### config.mk
export PLATFORM = sky130hd
export DESIGN_NAME = rar_readout
export DESIGN_NICKNAME = d
export VERILOG_FILES = /design/src/hw/rar_pkg.sv /design/src/hw/rar_readout.sv
export SDC_FILE = /design/constraint.sdc
export NUM_CORES = 1
export LEC_CHECK = 0
export ABC_AREA = 1
export BUFFER_PORTS_ARGS = -buffer_cell sky130_fd_sc_hd__buf_2
export CAP_MARGIN = 20
export CELL_PAD_IN_SITES_DETAIL_PLACEMENT = 1
export CELL_PAD_IN_SITES_GLOBAL_PLACEMENT = 2
export CORE_MARGIN = 1.5
export CORE_UTILIZATION = 25
export CTS_CLUSTER_SIZE = 16
export DETAILED_ROUTE_END_ITERATION = 6
export GPL_TIMING_DRIVEN = 1
export MAX_ROUTING_LAYER = met4
export PLACE_DENSITY_LB_ADDON = 0.1
export SYNTH_ARGS = -nofsm -noshare
export SYNTH_HDL_FRONTEND = slang
export SYNTH_SLANG_ARGS = --single-unit
### constraint.sdc
create_clock -name aclk -period 3.7 [get_ports aclk]
set_input_delay 1.11 -clock aclk [delete_from_list [all_inputs] [get_ports aclk]]
set_output_delay 1.11 -clock aclk [all_outputs]
set_load 0.01 [all_outputs]
### src/hw/rar_pkg.sv
// Shared constants for the rotary angle readout block.
// Assumes a 125 MHz system clock and a 32-bit AXI4-Lite register bus.
package rar_pkg;
    // Clock and timing
    localparam int CLK_MHZ     = 125;
    localparam int SAMPLE_US   = 25;                     // Base angle refresh period
    localparam int SAMPLE_CYC  = SAMPLE_US * CLK_MHZ;    // 3125 cycles
    localparam int POWERON_US  = 300;                    // Power-on initialisation time
    localparam int POWERON_CYC = POWERON_US * CLK_MHZ;   // 37500 cycles
    // Data widths
    localparam int ANGLE_W     = 13;
    localparam int FRAME_W     = 16;
    localparam int PER_W       = 24;
    localparam int FIFO_DEPTH  = 8;
    // AXI register byte addresses
    localparam logic [3:0] ADDR_CFG  = 4'h0;
    localparam logic [3:0] ADDR_REF  = 4'h4;
    localparam logic [3:0] ADDR_STAT = 4'h8;
    // Configuration fields and reset values
    localparam int CFG_EXP_LSB = 0;
    localparam int CFG_EXP_W   = 3;
    localparam int CFG_RPM_BIT = 3;
    localparam logic [31:0] CFG_RST = 32'h0000_0003;
    localparam logic [31:0] REF_RST = 32'h0000_0000;
    // Status fields
    localparam int STAT_UVL_BIT = 16;
    localparam int STAT_LOW_BIT = 17;
    localparam int STAT_RUN_BIT = 18;
    // Serial frame layout
    localparam int SPI_WR_BIT   = 15;
    localparam int SPI_ADDR_LSB = 8;
    localparam int SPI_ADDR_W   = 7;
    localparam int CTRL_RPM_BIT = 2;
    localparam int RESP_UVL_BIT = 15;
    localparam logic [6:0] SPI_REG_ANGLE = 7'h00;
    localparam logic [6:0] SPI_REG_CTRL  = 7'h01;
    // AXI responses
    localparam logic [1:0] RESP_OKAY   = 2'h0;
    localparam logic [1:0] RESP_SLVERR = 2'h2;
    // Power sequencing states
    typedef enum logic [1:0] {PS_INIT, PS_LOCK, PS_RUN} rar_pwr_e;
endpackage

### src/hw/rar_readout.sv
// Function
// - Ignore serial commands until supply is released
// - Supply-low flag travels in angle response
// - Each die holds its own speed mode
// - Read command address selects returned data
// - Low-speed period is 25 us times 2^exponent
// - Mode bit selects speed; angle always valid
// - High-speed mode samples every refresh period
// - Angle word shifted out MSB first, fixed format
// - Angle always kept as full 13-bit code
// - Read command for 0x0, answer next frame
// - Sample-to-output latency bounded by sampling, frames
// - Subtract nonvolatile reference angle from measurement
// - Output angle equals raw minus reference
// - Power-up loads defaults, speed from nonvolatile bit
// - Control bit 2 write selects low speed
//
// Holds the angle FIFO and the readout top for one die.
// Assumes raw_angle comes from converter logic on aclk; serial and supply pins are asynchronous.
//
// Register access over AXI4-Lite and the register offsets were decided locally.
`timescale 1ns/1ns

// Synchronous first-in first-out buffer with registered pointers
module rar_fifo #(
    parameter int WIDTH = 13,
    parameter int DEPTH = 8
) (
    // Clock and reset
    input  wire logic             aclk,
    input  wire logic             aresetn,
    // Fill side
    input  wire logic             in_valid,
    output logic                  in_ready,
    input  wire logic [WIDTH-1:0] in_data,
    // Drain side
    output logic                  out_valid,
    input  wire logic             out_ready,
    output logic [WIDTH-1:0]      out_data
);
    localparam int AW = $clog2(DEPTH);
    logic [WIDTH-1:0] mem_q [DEPTH];
    logic [AW:0]      wp_q, wp_d, rp_q, rp_d;
    logic             push, pop;

    // Pointer math; extra bit separates full from empty
    always_comb begin
        push      = in_valid && in_ready;
        pop       = out_valid && out_ready;
        wp_d      = push ? wp_q + 1'b1 : wp_q;
        rp_d      = pop ? rp_q + 1'b1 : rp_q;
        in_ready  = (wp_q[AW] == rp_q[AW]) || (wp_q[AW-1:0] != rp_q[AW-1:0]);
        out_valid = (wp_q != rp_q);
        out_data  = mem_q[rp_q[AW-1:0]];
    end

    always_ff @(posedge aclk) begin
        if (!aresetn) begin
            wp_q <= '0;
            rp_q <= '0;
        end else begin
            wp_q <= wp_d;
            rp_q <= rp_d;
        end
    end

    // Storage carries no reset; only written words are ever read
    always_ff @(posedge aclk) begin
        if (push) begin
            mem_q[wp_q[AW-1:0]] <= in_data;
        end
    end
endmodule

module rar_readout import rar_pkg::*; #(
    parameter int POWERON_CYCLES = POWERON_CYC,
    parameter int SAMPLE_CYCLES  = SAMPLE_CYC
) (
    // Clock and reset
    input  wire logic               aclk,
    input  wire logic               aresetn,
    // Serial link pins
    input  wire logic               spi_sclk,
    input  wire logic               spi_cs_n,
    input  wire logic               spi_mosi,
    output logic                    spi_miso,
    output logic                    spi_miso_oe,
    // Analog front end
    input  wire logic [ANGLE_W-1:0] raw_angle,
    input  wire logic               vcc_above_release,
    input  wire logic               vcc_low_flag,
    // AXI4-Lite write channels
    input  wire logic               s_axi_awvalid,
    output logic                    s_axi_awready,
    input  wire logic [3:0]         s_axi_awaddr,
    input  wire logic               s_axi_wvalid,
    output logic                    s_axi_wready,
    input  wire logic [31:0]        s_axi_wdata,
    input  wire logic [3:0]         s_axi_wstrb,
    output logic                    s_axi_bvalid,
    input  wire logic               s_axi_bready,
    output logic [1:0]              s_axi_bresp,
    // AXI4-Lite read channels
    input  wire logic               s_axi_arvalid,
    output logic                    s_axi_arready,
    input  wire logic [3:0]         s_axi_araddr,
    output logic                    s_axi_rvalid,
    input  wire logic               s_axi_rready,
    output logic [31:0]             s_axi_rdata,
    output logic [1:0]              s_axi_rresp
);
    // Pin synchronisers; stage 0 feeds only stage 1
    logic [2:0] sclk_r, cs_r;
    logic [1:0] mosi_r, rel_r, low_r;
    always_ff @(posedge aclk) begin
        if (!aresetn) begin
            sclk_r <= 3'h7;
            cs_r   <= 3'h7;
            mosi_r <= 2'h0;
            rel_r  <= 2'h0;
            low_r  <= 2'h0;
        end else begin
            sclk_r <= {sclk_r[1:0], spi_sclk};
            cs_r   <= {cs_r[1:0], spi_cs_n};
            mosi_r <= {mosi_r[0], spi_mosi};
            rel_r  <= {rel_r[0], vcc_above_release};
            low_r  <= {low_r[0], vcc_low_flag};
        end
    end
    logic sclk_rise, sclk_fall, cs_fall, cs_rise;
    assign sclk_rise = sclk_r[1] && !sclk_r[2];
    assign sclk_fall = !sclk_r[1] && sclk_r[2];
    assign cs_fall   = !cs_r[1] && cs_r[2];
    assign cs_rise   = cs_r[1] && !cs_r[2];

    // Register file state; the nonvolatile image is emulated by cfg and ref
    logic [31:0] cfg_q, cfg_d, ref_q, ref_d;
    logic        low_speed_q, low_speed_d;

    // Power sequencing: init timer, then run while supply is released
    rar_pwr_e    pwr_q, pwr_d;
    logic [19:0] pcnt_q, pcnt_d;
    always_comb begin
        pwr_d  = pwr_q;
        pcnt_d = pcnt_q;
        case (pwr_q)
            PS_INIT: begin
                if (pcnt_q < 20'(POWERON_CYCLES - 1)) begin
                    pcnt_d = pcnt_q + 20'h1;
                end else if (rel_r[1]) begin
                    pwr_d = PS_RUN;
                end
            end
            PS_LOCK: if (rel_r[1]) pwr_d = PS_RUN;
            PS_RUN:  if (!rel_r[1]) pwr_d = PS_LOCK;
            default: pwr_d = PS_INIT;
        endcase
    end
    always_ff @(posedge aclk) begin
        if (!aresetn) begin
            pwr_q  <= PS_INIT;
            pcnt_q <= 20'h0;
        end else begin
            pwr_q  <= pwr_d;
            pcnt_q <= pcnt_d;
        end
    end
    logic run;
    assign run = (pwr_q == PS_RUN);

    // Sampler: period counter and one pending sample awaiting the FIFO
    logic [PER_W-1:0]   scnt_q, scnt_d, period;
    logic               pend_q, pend_d, fifo_in_ready;
    logic [ANGLE_W-1:0] pend_ang_q, pend_ang_d;
    always_comb begin
        period = low_speed_q ? PER_W'(SAMPLE_CYCLES) << cfg_q[CFG_EXP_LSB +: CFG_EXP_W]
                             : PER_W'(SAMPLE_CYCLES);
        scnt_d     = scnt_q;
        pend_d     = pend_q;
        pend_ang_d = pend_ang_q;
        if (pend_q && fifo_in_ready) begin
            pend_d = 1'b0;
        end
        if (!run) begin
            scnt_d = '0;
        end else if (scnt_q < period - 1'b1) begin
            scnt_d = scnt_q + 1'b1;
        end else if (!pend_d) begin
            // Full FIFO stalls the counter rather than losing a sample
            scnt_d = '0;
            pend_d = 1'b1;
            // raw minus reference, modulo one turn
            pend_ang_d = raw_angle - ref_q[ANGLE_W-1:0];
        end
    end
    always_ff @(posedge aclk) begin
        if (!aresetn) begin
            scnt_q     <= '0;
            pend_q     <= 1'b0;
            pend_ang_q <= '0;
        end else begin
            scnt_q     <= scnt_d;
            pend_q     <= pend_d;
            pend_ang_q <= pend_ang_d;
        end
    end

    logic               fifo_out_valid, frame_q;
    logic [ANGLE_W-1:0] fifo_out_data;
    rar_fifo #(
        .WIDTH (ANGLE_W),
        .DEPTH (FIFO_DEPTH)
    ) rar_fifo_i (
        .aclk      (aclk),
        .aresetn   (aresetn),
        .in_valid  (pend_q),
        .in_ready  (fifo_in_ready),
        .in_data   (pend_ang_q),
        .out_valid (fifo_out_valid),
        .out_ready (!frame_q),
        .out_data  (fifo_out_data)
    );

    // latest finished sample
    // Updates only between frames so a word never changes mid-shift
    logic [ANGLE_W-1:0] ang_q, ang_d;
    always_comb begin
        ang_d = ang_q;
        if (fifo_out_valid && !frame_q) begin
            ang_d = fifo_out_data;
        end
    end
    always_ff @(posedge aclk) begin
        if (!aresetn) begin
            ang_q <= '0;
        end else begin
            ang_q <= ang_d;
        end
    end

    // Serial slave: mode 3, out on falling edge, in on rising edge
    logic [FRAME_W-1:0]    tx_q, tx_d, rx_q, rx_d, resp;
    logic [4:0]            bits_q, bits_d;
    logic [SPI_ADDR_W-1:0] addr_q, addr_d;
    logic                  miso_q, miso_d, oe_q, oe_d, frame_d;
    always_comb begin
        case (addr_q)
            SPI_REG_ANGLE: begin
                resp = '0;
                resp[RESP_UVL_BIT] = low_r[1];
                resp[ANGLE_W-1:0]  = ang_q;
            end
            SPI_REG_CTRL: begin
                resp = '0;
                resp[CTRL_RPM_BIT] = low_speed_q;
            end
            default: resp = '0;
        endcase
        tx_d        = tx_q;
        rx_d        = rx_q;
        bits_d      = bits_q;
        addr_d      = addr_q;
        miso_d      = miso_q;
        oe_d        = oe_q;
        frame_d     = frame_q;
        low_speed_d = low_speed_q;
        if (cfg_q[CFG_RPM_BIT] != cfg_d[CFG_RPM_BIT]) begin
            low_speed_d = cfg_d[CFG_RPM_BIT];
        end
        if (cs_fall && run) begin
            frame_d = 1'b1;
            oe_d    = 1'b1;
            tx_d    = resp;
            bits_d  = '0;
            miso_d  = resp[FRAME_W-1];
        end else if (cs_rise || (!run && frame_q)) begin
            frame_d = 1'b0;
            oe_d    = 1'b0;
        end else if (frame_q) begin
            if (sclk_fall) begin
                miso_d = tx_q[FRAME_W-1];
                tx_d   = {tx_q[FRAME_W-2:0], 1'b0};
            end
            if (sclk_rise && bits_q < 5'(FRAME_W)) begin
                rx_d   = {rx_q[FRAME_W-2:0], mosi_r[1]};
                bits_d = bits_q + 5'h1;
                if (bits_q == 5'(FRAME_W - 1)) begin
                    // address kept for the next frame
                    addr_d = rx_d[SPI_ADDR_LSB +: SPI_ADDR_W];
                    if (rx_d[SPI_WR_BIT] && addr_d == SPI_REG_CTRL) begin
                        low_speed_d = rx_d[CTRL_RPM_BIT];
                    end
                end
            end
        end
    end
    always_ff @(posedge aclk) begin
        if (!aresetn) begin
            tx_q        <= '0;
            rx_q        <= '0;
            bits_q      <= '0;
            addr_q      <= SPI_REG_ANGLE;
            miso_q      <= 1'b0;
            oe_q        <= 1'b0;
            frame_q     <= 1'b0;
            low_speed_q <= CFG_RST[CFG_RPM_BIT];
        end else begin
            tx_q        <= tx_d;
            rx_q        <= rx_d;
            bits_q      <= bits_d;
            addr_q      <= addr_d;
            miso_q      <= miso_d;
            oe_q        <= oe_d;
            frame_q     <= frame_d;
            low_speed_q <= low_speed_d;
        end
    end
    assign spi_miso    = miso_q;
    assign spi_miso_oe = oe_q;

    // AXI4-Lite slave; address and data may arrive in either order
    logic        awrdy_q, awrdy_d, wrdy_q, wrdy_d, bval_q, bval_d;
    logic        aw_have_q, aw_have_d, w_have_q, w_have_d;
    logic [3:0]  awa_q, awa_d, wst_q, wst_d;
    logic [31:0] wdat_q, wdat_d, wmask;
    logic [1:0]  bresp_q, bresp_d, rresp_q, rresp_d;
    logic        arrdy_q, arrdy_d, rval_q, rval_d;
    logic [31:0] rdat_q, rdat_d;
    always_comb begin
        aw_have_d = aw_have_q;
        w_have_d  = w_have_q;
        awa_d     = awa_q;
        wst_d     = wst_q;
        wdat_d    = wdat_q;
        bval_d    = bval_q;
        bresp_d   = bresp_q;
        cfg_d     = cfg_q;
        ref_d     = ref_q;
        wmask     = {{8{wst_q[3]}}, {8{wst_q[2]}}, {8{wst_q[1]}}, {8{wst_q[0]}}};
        if (s_axi_awvalid && awrdy_q) begin
            aw_have_d = 1'b1;
            awa_d     = s_axi_awaddr;
        end
        if (s_axi_wvalid && wrdy_q) begin
            w_have_d = 1'b1;
            wdat_d   = s_axi_wdata;
            wst_d    = s_axi_wstrb;
        end
        if (bval_q && s_axi_bready) begin
            bval_d = 1'b0;
        end
        if (aw_have_q && w_have_q && !bval_q) begin
            aw_have_d = 1'b0;
            w_have_d  = 1'b0;
            bval_d    = 1'b1;
            bresp_d   = RESP_OKAY;
            case (awa_q)
                ADDR_CFG: cfg_d = (cfg_q & ~wmask) | (wdat_q & wmask);
                ADDR_REF: ref_d = (ref_q & ~wmask) | (wdat_q & wmask);
                ADDR_STAT: ;
                default:  bresp_d = RESP_SLVERR;
            endcase
        end
        awrdy_d = !aw_have_d;
        wrdy_d  = !w_have_d;
        // Reads answer one cycle after the address is taken
        rval_d  = rval_q;
        rdat_d  = rdat_q;
        rresp_d = rresp_q;
        if (rval_q && s_axi_rready) begin
            rval_d = 1'b0;
        end
        if (s_axi_arvalid && arrdy_q) begin
            rval_d  = 1'b1;
            rresp_d = RESP_OKAY;
            rdat_d  = '0;
            case (s_axi_araddr)
                ADDR_CFG: rdat_d = cfg_q;
                ADDR_REF: rdat_d = ref_q;
                ADDR_STAT: begin
                    rdat_d[ANGLE_W-1:0]  = ang_q;
                    rdat_d[STAT_UVL_BIT] = low_r[1];
                    rdat_d[STAT_LOW_BIT] = low_speed_q;
                    rdat_d[STAT_RUN_BIT] = run;
                end
                default: rresp_d = RESP_SLVERR;
            endcase
        end
        arrdy_d = !rval_d;
    end
    always_ff @(posedge aclk) begin
        if (!aresetn) begin
            aw_have_q <= 1'b0;
            w_have_q  <= 1'b0;
            awa_q     <= '0;
            wst_q     <= '0;
            wdat_q    <= '0;
            awrdy_q   <= 1'b0;
            wrdy_q    <= 1'b0;
            bval_q    <= 1'b0;
            bresp_q   <= RESP_OKAY;
            arrdy_q   <= 1'b0;
            rval_q    <= 1'b0;
            rdat_q    <= '0;
            rresp_q   <= RESP_OKAY;
            cfg_q     <= CFG_RST;
            ref_q     <= REF_RST;
        end else begin
            aw_have_q <= aw_have_d;
            w_have_q  <= w_have_d;
            awa_q     <= awa_d;
            wst_q     <= wst_d;
            wdat_q    <= wdat_d;
            awrdy_q   <= awrdy_d;
            wrdy_q    <= wrdy_d;
            bval_q    <= bval_d;
            bresp_q   <= bresp_d;
            arrdy_q   <= arrdy_d;
            rval_q    <= rval_d;
            rdat_q    <= rdat_d;
            rresp_q   <= rresp_d;
            cfg_q     <= cfg_d;
            ref_q     <= ref_d;
        end
    end
    assign s_axi_awready = awrdy_q;
    assign s_axi_wready  = wrdy_q;
    assign s_axi_bvalid  = bval_q;
    assign s_axi_bresp   = bresp_q;
    assign s_axi_arready = arrdy_q;
    assign s_axi_rvalid  = rval_q;
    assign s_axi_rdata   = rdat_q;
    assign s_axi_rresp   = rresp_q;
endmodule

## Yosys cells after proc, flatten, opt, wreduce, memory -nomap -nowiden

Memory sizes are Yosys's and may differ from the RTL's. A register that Yosys moved wholly into a read port is not among the register bits.
Cells that the tools add are included.

- Flip-flop bits (word level): 273
- RAM bits: 104
- Output and inout bits: 43
- Logic and storage cells: 172
- Memories kept: 1

Memory list:

| name | depth | bits a word | read ports | clocked after memory_dff | write ports | RTL line | text |
|---|---|---|---|---|---|---|---|
| rar_fifo_i.mem_q | 8 | 13 | 1 | 1 | 1 | rar_readout.sv:42 | `logic [WIDTH-1:0] mem_q [DEPTH];` |

- Add/sub/neg operators: 7
- $lt $le $gt $ge: 3
- Equality and inequality tests: 17
- Shifts and indexed selects: 1
- Mux-type cells: 46
- Bitwise operators: 11
- Reduce and logical (&&, ||, !) cells: 51

Operator list:

| cell | number |
|---|---|
| $and A32 B32 Y32 | 3 |
| $mux W24 | 3 |
| $mux W16 | 4 |
| $or A32 B32 Y32 | 2 |
| $pmux W13 S3 | 1 |
| $not A32 Y32 | 1 |
| $pmux W16 S2 | 1 |
| $mux W1 | 26 |
| $pmux W13 S2 | 1 |
| $add A24 B1 Y24 const B | 1 |
| $lt A24 B24 Y1 | 1 |
| $shl A12 B3 Y24 const A | 1 |
| $sub A24 B1 Y24 const B | 1 |
| $add A20 B1 Y20 const B | 1 |
| $lt A20 B16 Y1 const B | 1 |
| $logic_and A1 B1 Y1 | 17 |
| $eq A7 B1 Y1 const B | 2 |
| $sub A13 B13 Y13 | 1 |
| $logic_not A1 Y1 | 11 |
| $mux W2 | 5 |
| $reduce_and A2 Y1 | 5 |
| $pmux W3 S3 | 1 |
| $reduce_and A3 Y1 | 3 |
| $add A4 B1 Y4 const B | 2 |
| 26 further kinds | 41 |

## Depth between registers and ports, before layout

Gate-level depths: netlist of the first run.

- Depth after elaboration: 13
- Mapped depth: 25
- Depth with buffers taken out: 24

## Hierarchy

From an unflattened synthesis of the first run, not the netlist that was laid out.

- Cells, all modules: 2259
- Area total of the unflattened synthesis: 17794.6 sq um

By module, submodules not included:

| module | instances | cells an instance | area each (sq um) | sequential area each (sq um) |
|---|---|---|---|---|
| rar_readout | 1 | 1839 | 13085.0 | 5525.3 |
| rar_fifo | 1 | 420 | 4709.5 | 3343.2 |

## Least setup slack after synthesis of the first run

No wires, ideal clock.

- Path type: flip-flop to flip-flop
- Start point: reg with a tool-made name
- End point: reg scnt_q[1]
- Setup time: 0.117 ns
- Arrival: 3.268 ns
- Slack: 0.315 ns
- Stages on the path, launching flop included: 22
- Path buffers: 1
- Cell sequence: dfxtp_1 inv_1 ha_1 nor2_1 nand2_1 nand2_1 nand2_2 nor3_4 nand2_2 nor2_4 nand3_2 nor3b_2 nor2_1 ha_1 a21oi_1 o21a_1 a21oi_1 nor2_1 nand2_4 buf_2 o21ai_0 nor2_1

RTL lines:

| what | RTL line | text |
|---|---|---|
| end signal, assigned | rar_readout.sv:202 | `scnt_q <= scnt_d;` |
| end, declared | rar_readout.sv:172 | `logic [PER_W-1:0] scnt_q, scnt_d, period;` |

==> Flow_metrics.wiki, run 1 <==
{| class="wikitable"
! Metric !! Value
|-
| Transition time at the pin with the least slew margin || 875.7 ps
|-
| Number of warnings issued by yosys || 0
|-
| Cell row count || 96
|-
| Count of port buffers added during placement || 109
|-
| Comb power frac || 0.126
|-
| Final worst clock skew || 51.71 ps
|-
| Max IR drop VDD || 389.8 uV
|-
| Global-route layer with the greatest usage || met2
|-
| CP Buf/Inv Count || 3
|-
| Part of the Yosys area used for sequential elements || 0.5032
|-
| Mapped Avg Cell Area || 8.086 sq um
|-
| Number of register bits inferred by synthesis || 388
|-
| Post-synth EDFFs || 104
|-
| Clock slew seen by the registers of the worst setup and hold paths || 60 ps
|-
| Die outline width || 267.6 um
|-
| Sequential Power Share || 0.424
|-
| Final ANT Viol Nets || 0
|-
| Final estimated routing congestion in global placement || 0.7707
|-
| Internal Pwr Total || 7877 uW
|-
| DRT iter0 DRCs || 553
|-
| CTS max path bufs || 3
|-
| Routing usage on met3 || 0.02391
|-
| Cell at the root of the clock tree || clkbuf_16
|-
| Tightest Hold Check Type || flip-flop to flip-flop
|-
| Worst Setup Start Kind || flip-flop
|-
| Met2 global-route usage || 0.2703
|-
| Cell Chain, Critical Path || nand2_2 -> inv_2 -> a22oi_2 -> nand2_4 -> nor2_4 -> nand4_1 -> nor2_2 -> nand3_2 -> o21a_1 -> ha_1 -> a21oi_1 -> o21ai_2 -> nand2_1 -> o211ai_1 -> nor2_2 -> nand2_8 -> buf_6 -> clkbuf_16 -> nand3_1 -> a21oi_2
|-
| Top cell type's share of synthesized area || 0.3248
|-
| TritonCTS clock tree || built
|-
| Residual overflow from global routing || 0
|-
| Residual DRC || 0
|-
| Net count of the finished layout || 2,429
|-
| Leakage Power || 0.008346 uW
|-
| Overall routed net length || 57,940 um
|-
| Max Slew Vio Count || 0
|-
| Switch share || 0.2788
|-
| Initial cell density of the core || 0.2539
|-
| Cell type of the slowest stage on the worst timing path || dfxtp_4
|-
| Category of the worst setup path capture point || flip-flop
|-
| Required time worst endpoint || 4130 ps
|-
| Most frequently used cell type in the post-synthesis netlist || nand2_1
|-
| Cell type with the highest aggregate area in the netlist || dfxtp_1
|-
| Antenna violations before repair || 2
|-
| DIE HEIGHT || 267.6 um
|-
| Area enclosed by the die boundary || 71,620 sq um
|-
| Met1 demand-to-capacity share in global routing || 0.2170
|-
| Clock latency on the worst-skew pair || 610 ps
|-
| Power Total || 10,920 uW
|-
| Aggregate global-route resource usage || 0.1652
|-
| Global-route wire length before repair || 89,680 um
|-
| Syn-to-layout area delta || 22.41%
|-
| Kind of cell with the highest combined delay on the critical path || simple AND/OR/NAND/NOR gates
|-
| Inserted Clock Buffers || 48
|-
| Num ports || 112
|-
| Max_slew headroom || 0.4156
|-
| Post-synth cell types || 51
|-
| List of most frequent post-synthesis cells || nand2_1 (333), nor2_1 (312), dfxtp_1 (284)
|-
| Via-to-Cell Ratio || 4.575
|-
| Clock net sink count || 388
|-
| Data arrival time of the critical path || 3920 ps
|-
| Count of vias placed by the detailed router || 15,010
|-
| Most area-consuming cells after synthesis || dfxtp_1 (32%), edfxtp_1 (18%), nand2_1 (7.1%), o21ai_0 (6.9%), nor2_1 (6.7%)
|-
| Routed len/inst || 17.66 um
|-
| Via count of the first global-routing pass || 15,600
|-
| Max-cap violations || 0
|-
| Placed wire-length estimate || 39,950 um
|-
| Share of total power in the clock network || 0.450
|-
| Gate Count Post-Synth || 2,165
|-
| Netlist area before placement || 17,510 sq um
|-
| Final design area excluding fillers || 21,430 sq um
|-
| Post-detailed-placement cell area || 19,280 sq um
|-
| First-pass iteration count of the detailed router || 4
|-
| Critical path's most frequent cell || nor2_2
|-
| Final setup violation count || 0
|-
| Worst Setup Path Type || flip-flop to flip-flop
|-
| Top flip-flop cell by instance count after synthesis || dfxtp_1
|-
| Std-Cell Core Area || 68,950 sq um
|-
| Result of the run || completed
|-
| Number of levels in the clock H-tree || 2
|-
| Pwr Density || 509.7 nW/um^2
|-
| Fmax || 286.2 MHz
|-
| Share of final-layout standard cells stronger than drive strength 1 || 0.1538
|-
| Async set-or-reset flop fraction in the synthesized netlist || 0
|-
| Worst stage delay on the critical path || 370 ps
|-
| Crit path time final || 3494 ps
|-
| Number of hold-slack violations in the final timing report || 0
|-
| Net switching power figure || 3045 uW
|-
| Crit Path Max Fanout || 13
|-
| Post-route clock period utilization || 0.9444
|-
| Maximum number of pins on one net before global-route repair || 90
|}
[routing by layer]
layer  up-vias  share of wire
li1       7523              -
met1      7272           0.48
met2       164           0.47
met3        53          0.032
met4         0          0.014
met5         -              0
[per-stage QoR]
step	cells	TNS, ps	hold slack (ps)	util	worst slack, ps
after global routing	3280	-517.6	448.5	0.3108	-56.86
final	3281	0	411.0	0.3108	205.7
after CTS	3252	0	412.6	0.3042	18.08
after global placement	3163	0	397.2	0.2797	76.80
after floorplan	2167	0	390.5	-	315.2
after detailed placement	3163	-848.4	399.4	0.2797	-79.46
[cell type report]
type                    count  area [sq um]
inverters                 260         983.4
well taps                 931          1165
diodes                      3         7.507
clock inverters            20         271.5
flip-flops and latches    388          8818
fillers                  8240         47520
clock buffers              68          1386
repair buffers            185          1250
multi-input cells        1426          7546
[cell families after synthesis]
logic type,share of synthesized area
compound gates,0.1585
xor+xnor,0.02001
fa+ha+maj,0.03688
buf+inv,0.07891
flops,0.5032
other cells,0.0004290
simple gates,0.2021
[layout by cell type (no fill, tap or decap), types with 40 or more instances in the layout]
| cell | synthesis | routed |
|---|---|---|
| edfxtp_1 | 104 | 104 |
| buf_2 | 10 | 108 |
| o21ai_0 | 242 | 240 |
| buf_4 | 6 | 64 |
| a21oi_1 | 138 | 135 |
| nor2_1 | 312 | 297 |
| nand4_1 | 47 | 47 |
| ha_1 | 50 | 46 |
| nand3_1 | 68 | 68 |
| nand2_1 | 333 | 318 |
| inv_1 | 248 | 244 |
| o22ai_1 | 40 | 40 |
| dfxtp_1 | 284 | 280 |
| clkbuf_16 | 0 | 49 |
[power groups by stage]
stage	Sequential [uW]	Clock, uW	Combinational [uW]
floorplan	4630	0	871
detailed placement	4730	0	1350
finish	4630	4920	1370
CTS	4640	5080	1350
global route	4650	5240	1560
global placement	4730	0	1330
[final timing paths]
check                                  end  depth (start not counted)  slack (ps)  startpoint
worst max-delay path            scnt_q[21]                         20         210   flip-flop
worst min register to register   sclk_r[1]                          1         410   sclk_r[0]
worst min-delay path             sclk_r[1]                          1         410   sclk_r[0]
worst max register to register  scnt_q[21]                         20         210   flip-flop
[repair_timing]
item | 4_1_cts | 5_1_grt
setup endpoints to repair | 29 | 38
resized for setup | 4 | 61
hold endpoints to repair | 0 | 0
hold buffers | 0 | 0
buffers inserted | 1 | 23
cloned | 0 | 2
pin swaps | 1 | 30
(Power assumes the default switching activity.)
==> run 2: changes to the inputs <==
Clock period 3.7 ns to 3.45 ns, I/O delays scaled along.
==> Flow_metrics.wiki, run 2 (synthesis gave the netlist of run 1 again) <==
{| class="wikitable"
! Metric !! Value
|-
| Global-route wire length before repair || 93,030 um (+3.7%)
|-
| Transition time at the pin with the least slew margin || 1056 ps (+180.1 ps)
|-
| Max_slew headroom || 0.2953 (-0.1202)
|-
| DIE HEIGHT || 267.6 um (unchanged)
|-
| Final estimated routing congestion in global placement || 0.7584 (-1.6%)
|-
| Initial cell density of the core || 0.2539 (unchanged)
|-
| DRT iter0 DRCs || 578 (+4.5%)
|-
| Worst hold slack after final layout || 417.0 ps (+5.919 ps)
|-
| Final ANT Viol Nets || 0 (unchanged)
|-
| Num ports || 112 (unchanged)
|-
| Crit path time final || 3423 ps (-71.74 ps)
|-
| Clock latency on the worst-skew pair || 600 ps (about the same)
|-
| Fill cell instance count of the final layout || 8,169 (-0.86%)
|-
| Setup tns final || 0 ps (unchanged)
|-
| Leading cell types in the layout, fill and taps excluded || nand2_1 (316), nor2_1 (296), dfxtp_1 (280)
|-
| Setup slack of the worst register-to-register path || 30 ps (-180 ps)
|-
| Die outline width || 267.6 um (unchanged)
|-
| Fmax || 292.2 MHz (+2.1%)
|-
| Antenna violations before repair || 1 (-1)
|-
| Aggregate global-route resource usage || 0.1710 (+0.005793)
|-
| Max Slew Vio Count || 0 (unchanged)
|-
| Cell row count || 96 (unchanged)
|-
| Switch share || 0.2828 (+0.003973)
|-
| RSZ-0062 raised after global routing || true
|-
| Worst Setup Start Kind || flip-flop
|-
| Post-route clock period utilization || 0.9921 (+0.04764)
|-
| Category of the worst setup path capture point || flip-flop
|-
| Routed len/inst || 17.77 um (+0.62%)
|-
| TritonCTS clock tree || built
|-
| Most common library cell in the layout ignoring fill and taps || nand2_1
|-
| Tightest Hold Check Type || flip-flop to flip-flop
|-
| Data arrival time of the critical path || 3930 ps (about the same)
|-
| Overall routed net length || 58,970 um (+1.8%)
|-
| Placed wire-length estimate || 40,490 um (+1.4%)
|-
| Internal Pwr Total || 8296 uW (+5.3%)
|-
| Worst Setup Path Type || flip-flop to flip-flop
|-
| Comb power frac || 0.127 (about the same)
|-
| Result of the run || completed
|-
| Count of port buffers added during placement || 109 (unchanged)
|-
| Required time worst endpoint || 3950 ps (-180 ps)
|-
| Leakage Power || 0.008522 uW (+2.1%)
|-
| Sequential Power Share || 0.427 (+0.003)
|-
| Via count of the first global-routing pass || 16,130 (+3.4%)
|-
| Share of total power in the clock network || 0.446 (-0.004)
|-
| Residual DRC || 0 (unchanged)
|-
| Syn-to-layout area delta || 24.17%
|-
| Area enclosed by the die boundary || 71,620 sq um (unchanged)
|-
| Via-to-Cell Ratio || 4.576 (about the same)
|-
| Count of vias placed by the detailed router || 15,190 (+1.2%)
|-
| Inserted Clock Buffers || 49 (+2.1%)
|-
| Max IR drop VDD || 329.2 uV (-16%)
|-
| Net count of the finished layout || 2,471 (+1.7%)
|-
| Crit Path Max Fanout || 5 (-8)
|-
| Share of final-layout standard cells stronger than drive strength 1 || 0.1730 (+0.01921)
|-
| CTS max path bufs || 3 (unchanged)
|-
| Clock slew seen by the registers of the worst setup and hold paths || 60 ps (about the same)
|-
| Net switching power figure || 3271 uW (+7.4%)
|-
| Pwr Density || 532.2 nW/um^2 (+4.4%)
|-
| Final worst clock skew || 31.86 ps (-19.85 ps)
|-
| Number of levels in the clock H-tree || 2 (unchanged)
|-
| Cell at the root of the clock tree || clkbuf_16
|-
| Max-cap violations || 0 (unchanged)
|-
| Maximum number of pins on one net before global-route repair || 78 (-13%)
|-
| Clock net sink count || 388 (unchanged)
|-
| Residual overflow from global routing || 0 (unchanged)
|-
| Number of hold-slack violations in the final timing report || 0 (unchanged)
|-
| Std-Cell Core Area || 68,950 sq um (unchanged)
|-
| Final setup violation count || 0 (unchanged)
|-
| First-pass iteration count of the detailed router || 5 (+1)
|}
run 2: stage by stage:
stage	power, uW	setup WS [ps]	instances	util	instance area (sq um)
global route	12150	-187.0	3319	0.3153	21740
finish	11570	27.43	3319	0.3153	21740
CTS	11790	7.541	3306	0.3111	21450
detailed placement	6531	-143.8	3199	0.2831	19520
global placement	6501	-8.719	3199	0.2831	19520
floorplan	5901	65.22	2167	-	17510
run 2: final timing paths:
check	to	depth (start not counted)	startpoint
worst min-delay path	mosi_r[1]	2	mosi_r[0]
worst min register to register	mosi_r[1]	2	mosi_r[0]
worst max-delay path	scnt_q[12]	21	flip-flop
worst max register to register	scnt_q[12]	21	flip-flop
run 2: critical path, stage by stage, from the launching register on:
cell     delay (ps)
dfxtp_2         350
inv_4            60
ha_4            160
nor2_4          150
nand2_2          80
nand2_2          80
nand2_2          80
nor3_4          170
nand2_2         100
nor2_4          130
nand3_2         100
nor3b_2         220
nor2_1           70
ha_1            300
a21oi_1         160
o21a_1          160
a21oi_2          70
nor2_4          270
nand2_8         130
buf_6           150
or2_0           210
a21oi_1         150
run 2: cell type report:
| class | count | area [sq um] | share of cell area |
|---|---|---|---|
| Tap cell | 931 | 1165 | 0.05359 |
| Multi-Input combinational cell | 1427 | 7626 | 0.3509 |
| Clock buffer | 70 | 1405 | 0.06464 |
| Clock inverter | 17 | 209.0 | 0.009613 |
| Antenna cell | 1 | 2.502 | 0.0001151 |
| Timing Repair Buffer | 225 | 1524 | 0.07011 |
| Sequential cell | 388 | 8816 | 0.4056 |
| Inverter | 260 | 988.4 | 0.04548 |
run 2: metal layers:
| layer | part of all wire | wire (um) | GRT usage | vias up |
|---|---|---|---|---|
| met5 | 0 | 0 | - | - |
| met1 | 0.49 | 28820 | 0.2258 | 7334 |
| met4 | 0.014 | 818 | 0.03146 | 0 |
| li1 | - | - | - | 7621 |
| met3 | 0.030 | 1772 | 0.02501 | 55 |
| met2 | 0.47 | 27560 | 0.2792 | 179 |
run 2: timing repair:
| action | 4_1_cts | 5_1_grt |
|---|---|---|
| gates cloned | 4 | 0 |
| setup buffers | 17 | 13 |
| endpoints found under the setup margin | 37 | 38 |
| gates resized for setup | 43 | 54 |
| hold buffers | 0 | 0 |
| pin swaps | 21 | 48 |
run 2: power by group through the flow:
stage / sequential, uW / clock [uW] / combinational, uW
after global placement: 5040 / 0 / 1460
final: 4940 / 5160 / 1470
after global routing: 4960 / 5520 / 1670
after CTS: 4940 / 5340 / 1500
after floorplan: 4970 / 0 / 934
after detailed placement: 5040 / 0 / 1490
==> run 3: changes to the inputs <==
Settings changed: CORE_ASPECT_RATIO from default to 1.4.
==> Flow_metrics.wiki, run 3 (synthesis gave the netlist of run 1 again) <==
{| class="wikitable"
! Metric !! Value
|-
| Result of the run || completed
|-
| Worst stage delay on the critical path || 350 ps (about the same)
|-
| Cell Chain, Critical Path || inv_4 -> buf_4 -> ha_1 -> nor2_1 -> inv_1 -> nand2_2 -> nor2_4 -> inv_2 -> nor2_4 -> buf_4 -> buf_4 -> a22oi_1 -> ha_1 -> a21oi_1 -> o21ai_0 -> nand2_1 -> a21oi_2 -> nor2_4 -> nand2_8 -> buf_4 -> or2_0 -> a21oi_1
|-
| Aggregate global-route resource usage || 0.1705 (-0.0005579)
|-
| Number of cell instances on the worst register-to-register path || 22 (+4.8%)
|-
| Antenna violations before repair || 3 (+2)
|-
| Count of port buffers added during placement || 109 (unchanged)
|-
| Final design area excluding fillers || 21,470 sq um (-1.2%)
|-
| DRT iter0 DRCs || 514 (-11%)
|-
| Via-to-Cell Ratio || 4.568 (-0.19%)
|-
| Worst Setup Path Type || flip-flop to flip-flop
|-
| Global-route wire length before repair || 91,800 um (-1.3%)
|-
| Clock slew seen by the registers of the worst setup and hold paths || 60 ps (about the same)
|-
| Final estimated routing congestion in global placement || 0.8095 (+6.7%)
|-
| Final worst clock skew || 24.58 ps (-7.281 ps)
|-
| Number of levels in the clock H-tree || 2 (unchanged)
|-
| Fmax || 297.1 MHz (+1.7%)
|-
| Area enclosed by the die boundary || 71,640 sq um (about the same)
|-
| Maximum number of pins on one net before global-route repair || 101 (+29%)
|-
| Final setup violation count || 0 (unchanged)
|-
| Placed wire-length estimate || 41,250 um (+1.9%)
|-
| Num ports || 112 (unchanged)
|-
| Via count of the first global-routing pass || 15,970 (-0.96%)
|-
| Fill cell instance count of the final layout || 8,271 (+1.2%)
|-
| Syn-to-layout area delta || 22.66%
|-
| Cell at the root of the clock tree || clkbuf_16
|-
| Critical path's most frequent cell || buf_4
|-
| Max Slew Vio Count || 0 (unchanged)
|-
| Crit Path Max Fanout || 5 (unchanged)
|-
| Clock latency on the worst-skew pair || 580 ps (-20 ps)
|-
| DIE HEIGHT || 316.1 um (+18%)
|-
| Transition time at the pin with the least slew margin || 995.2 ps (-60.61 ps)
|-
| Routed len/inst || 17.63 um (-0.80%)
|-
| Max_slew headroom || 0.3358 (+0.04044)
|-
| Max-cap violations || 0 (unchanged)
|-
| Overall routed net length || 58,180 um (-1.3%)
|-
| Std-Cell Core Area || 69,180 sq um (+0.34%)
|-
| Residual DRC || 0 (unchanged)
|-
| Post-route clock period utilization || 0.9757 (-0.01636)
|-
| Inserted Clock Buffers || 44 (-10%)
|-
| Tightest Hold Check Type || flip-flop to flip-flop
|-
| Required time worst endpoint || 3950 ps (about the same)
|-
| Count of vias placed by the detailed router || 15,080 (-0.73%)
|-
| Post-detailed-placement cell area || 19,540 sq um (+0.12%)
|-
| Residual overflow from global routing || 0 (unchanged)
|-
| Net count of the finished layout || 2,455 (-0.65%)
|-
| RSZ-0062 raised after global routing || true
|-
| Setup tns final || 0 ps (unchanged)
|-
| Category of the worst setup path capture point || flip-flop
|-
| Crit path time final || 3366 ps (-56.43 ps)
|-
| Number of hold-slack violations in the final timing report || 0 (unchanged)
|-
| Die outline width || 226.6 um (-15%)
|-
| Initial cell density of the core || 0.2530 (-0.0008541)
|-
| Hold depth || 2 (unchanged)
|-
| Cell row count || 114 (+19%)
|-
| Worst Setup Start Kind || flip-flop
|-
| Most common library cell in the layout ignoring fill and taps || nand2_1
|-
| Data arrival time of the critical path || 3870 ps (-60 ps)
|-
| Leakage Power || 0.008406 uW (-1.4%)
|-
| Pwr Density || 516.8 nW/um^2 (-2.9%)
|-
| First-pass iteration count of the detailed router || 4 (-1)
|-
| Leading cell types in the layout, fill and taps excluded || nand2_1 (312), nor2_1 (292), dfxtp_1 (280)
|-
| Clock net sink count || 388 (unchanged)
|-
| Max IR drop VDD || 261.7 uV (-21%)
|-
| Final ANT Viol Nets || 0 (unchanged)
|-
| Cell type of the slowest stage on the worst timing path || dfxtp_2
|-
| CTS max path bufs || 3 (unchanged)
|-
| Share of final-layout standard cells stronger than drive strength 1 || 0.1717 (-0.001291)
|-
| Power Total || 11,100 uW (-4.1%)
|-
| TritonCTS clock tree || built
|}
run 3: timing repair:
action                     CTS  global route
gates cloned                 2             0
resized for setup           27            74
buffers inserted             4            11
setup endpoints to repair   37            38
pin swaps                   13            45
hold buffers                 0             0
run 3: critical path: cells and delay by family (launching register included):
kind	cells	cell delay [ps]
compound gates	5	660
simple gates	8	1010
flops	1	350
fa+ha+maj	2	500
buf+inv	7	780
run 3: path summary, 6_finish.rpt:
check             startpoint         end  slack (ps)
setup reg to reg   flip-flop  scnt_q[18]          80
setup / recovery   flip-flop  scnt_q[18]          80
hold / removal      low_r[0]    low_r[1]         410
hold reg to reg     low_r[0]    low_r[1]         410
run 3: final cells by class:
class	instances	area, sq um	area share
Timing Repair Buffer	214	1424	0.06631
Sequential cell	388	8816	0.4106
Clock buffer	59	1227	0.05716
Clock inverter	22	211.5	0.009848
Tap cell	928	1161	0.05408
Inverter	260	985.9	0.04592
Antenna cell	3	7.507	0.0003496
Multi-Input combinational cell	1427	7639	0.3557
run 3: through the flow:
stage	instances	setup slack, ps	util	hold WS, ps
2_1_floorplan	2167	65.22	-	390.5
3_3_place_gp	3200	-27.23	0.2825	397.1
3_5_place_dp	3200	-198.4	0.2825	402.0
4_1_cts	3287	8.706	0.3055	421.4
5_1_grt	3301	-113.2	0.3104	438.5
6_report	3301	83.85	0.3104	414.6
run 3: power breakdown:
part | switching [uW] | internal, uW | leakage, uW
Clock | 2010 | 2730 | 0.000713
Combinational | 1000 | 425 | 0.00442
Sequential | 133 | 4800 | 0.00327
run 3: routing by layer:
layer,global-route usage,part of all wire,vias up
li1,-,-,7569
met2,0.3037,0.51,184
met3,0.02974,0.036,81
met4,0.05470,0.029,0
met5,-,0,-
met1,0.1917,0.42,7244
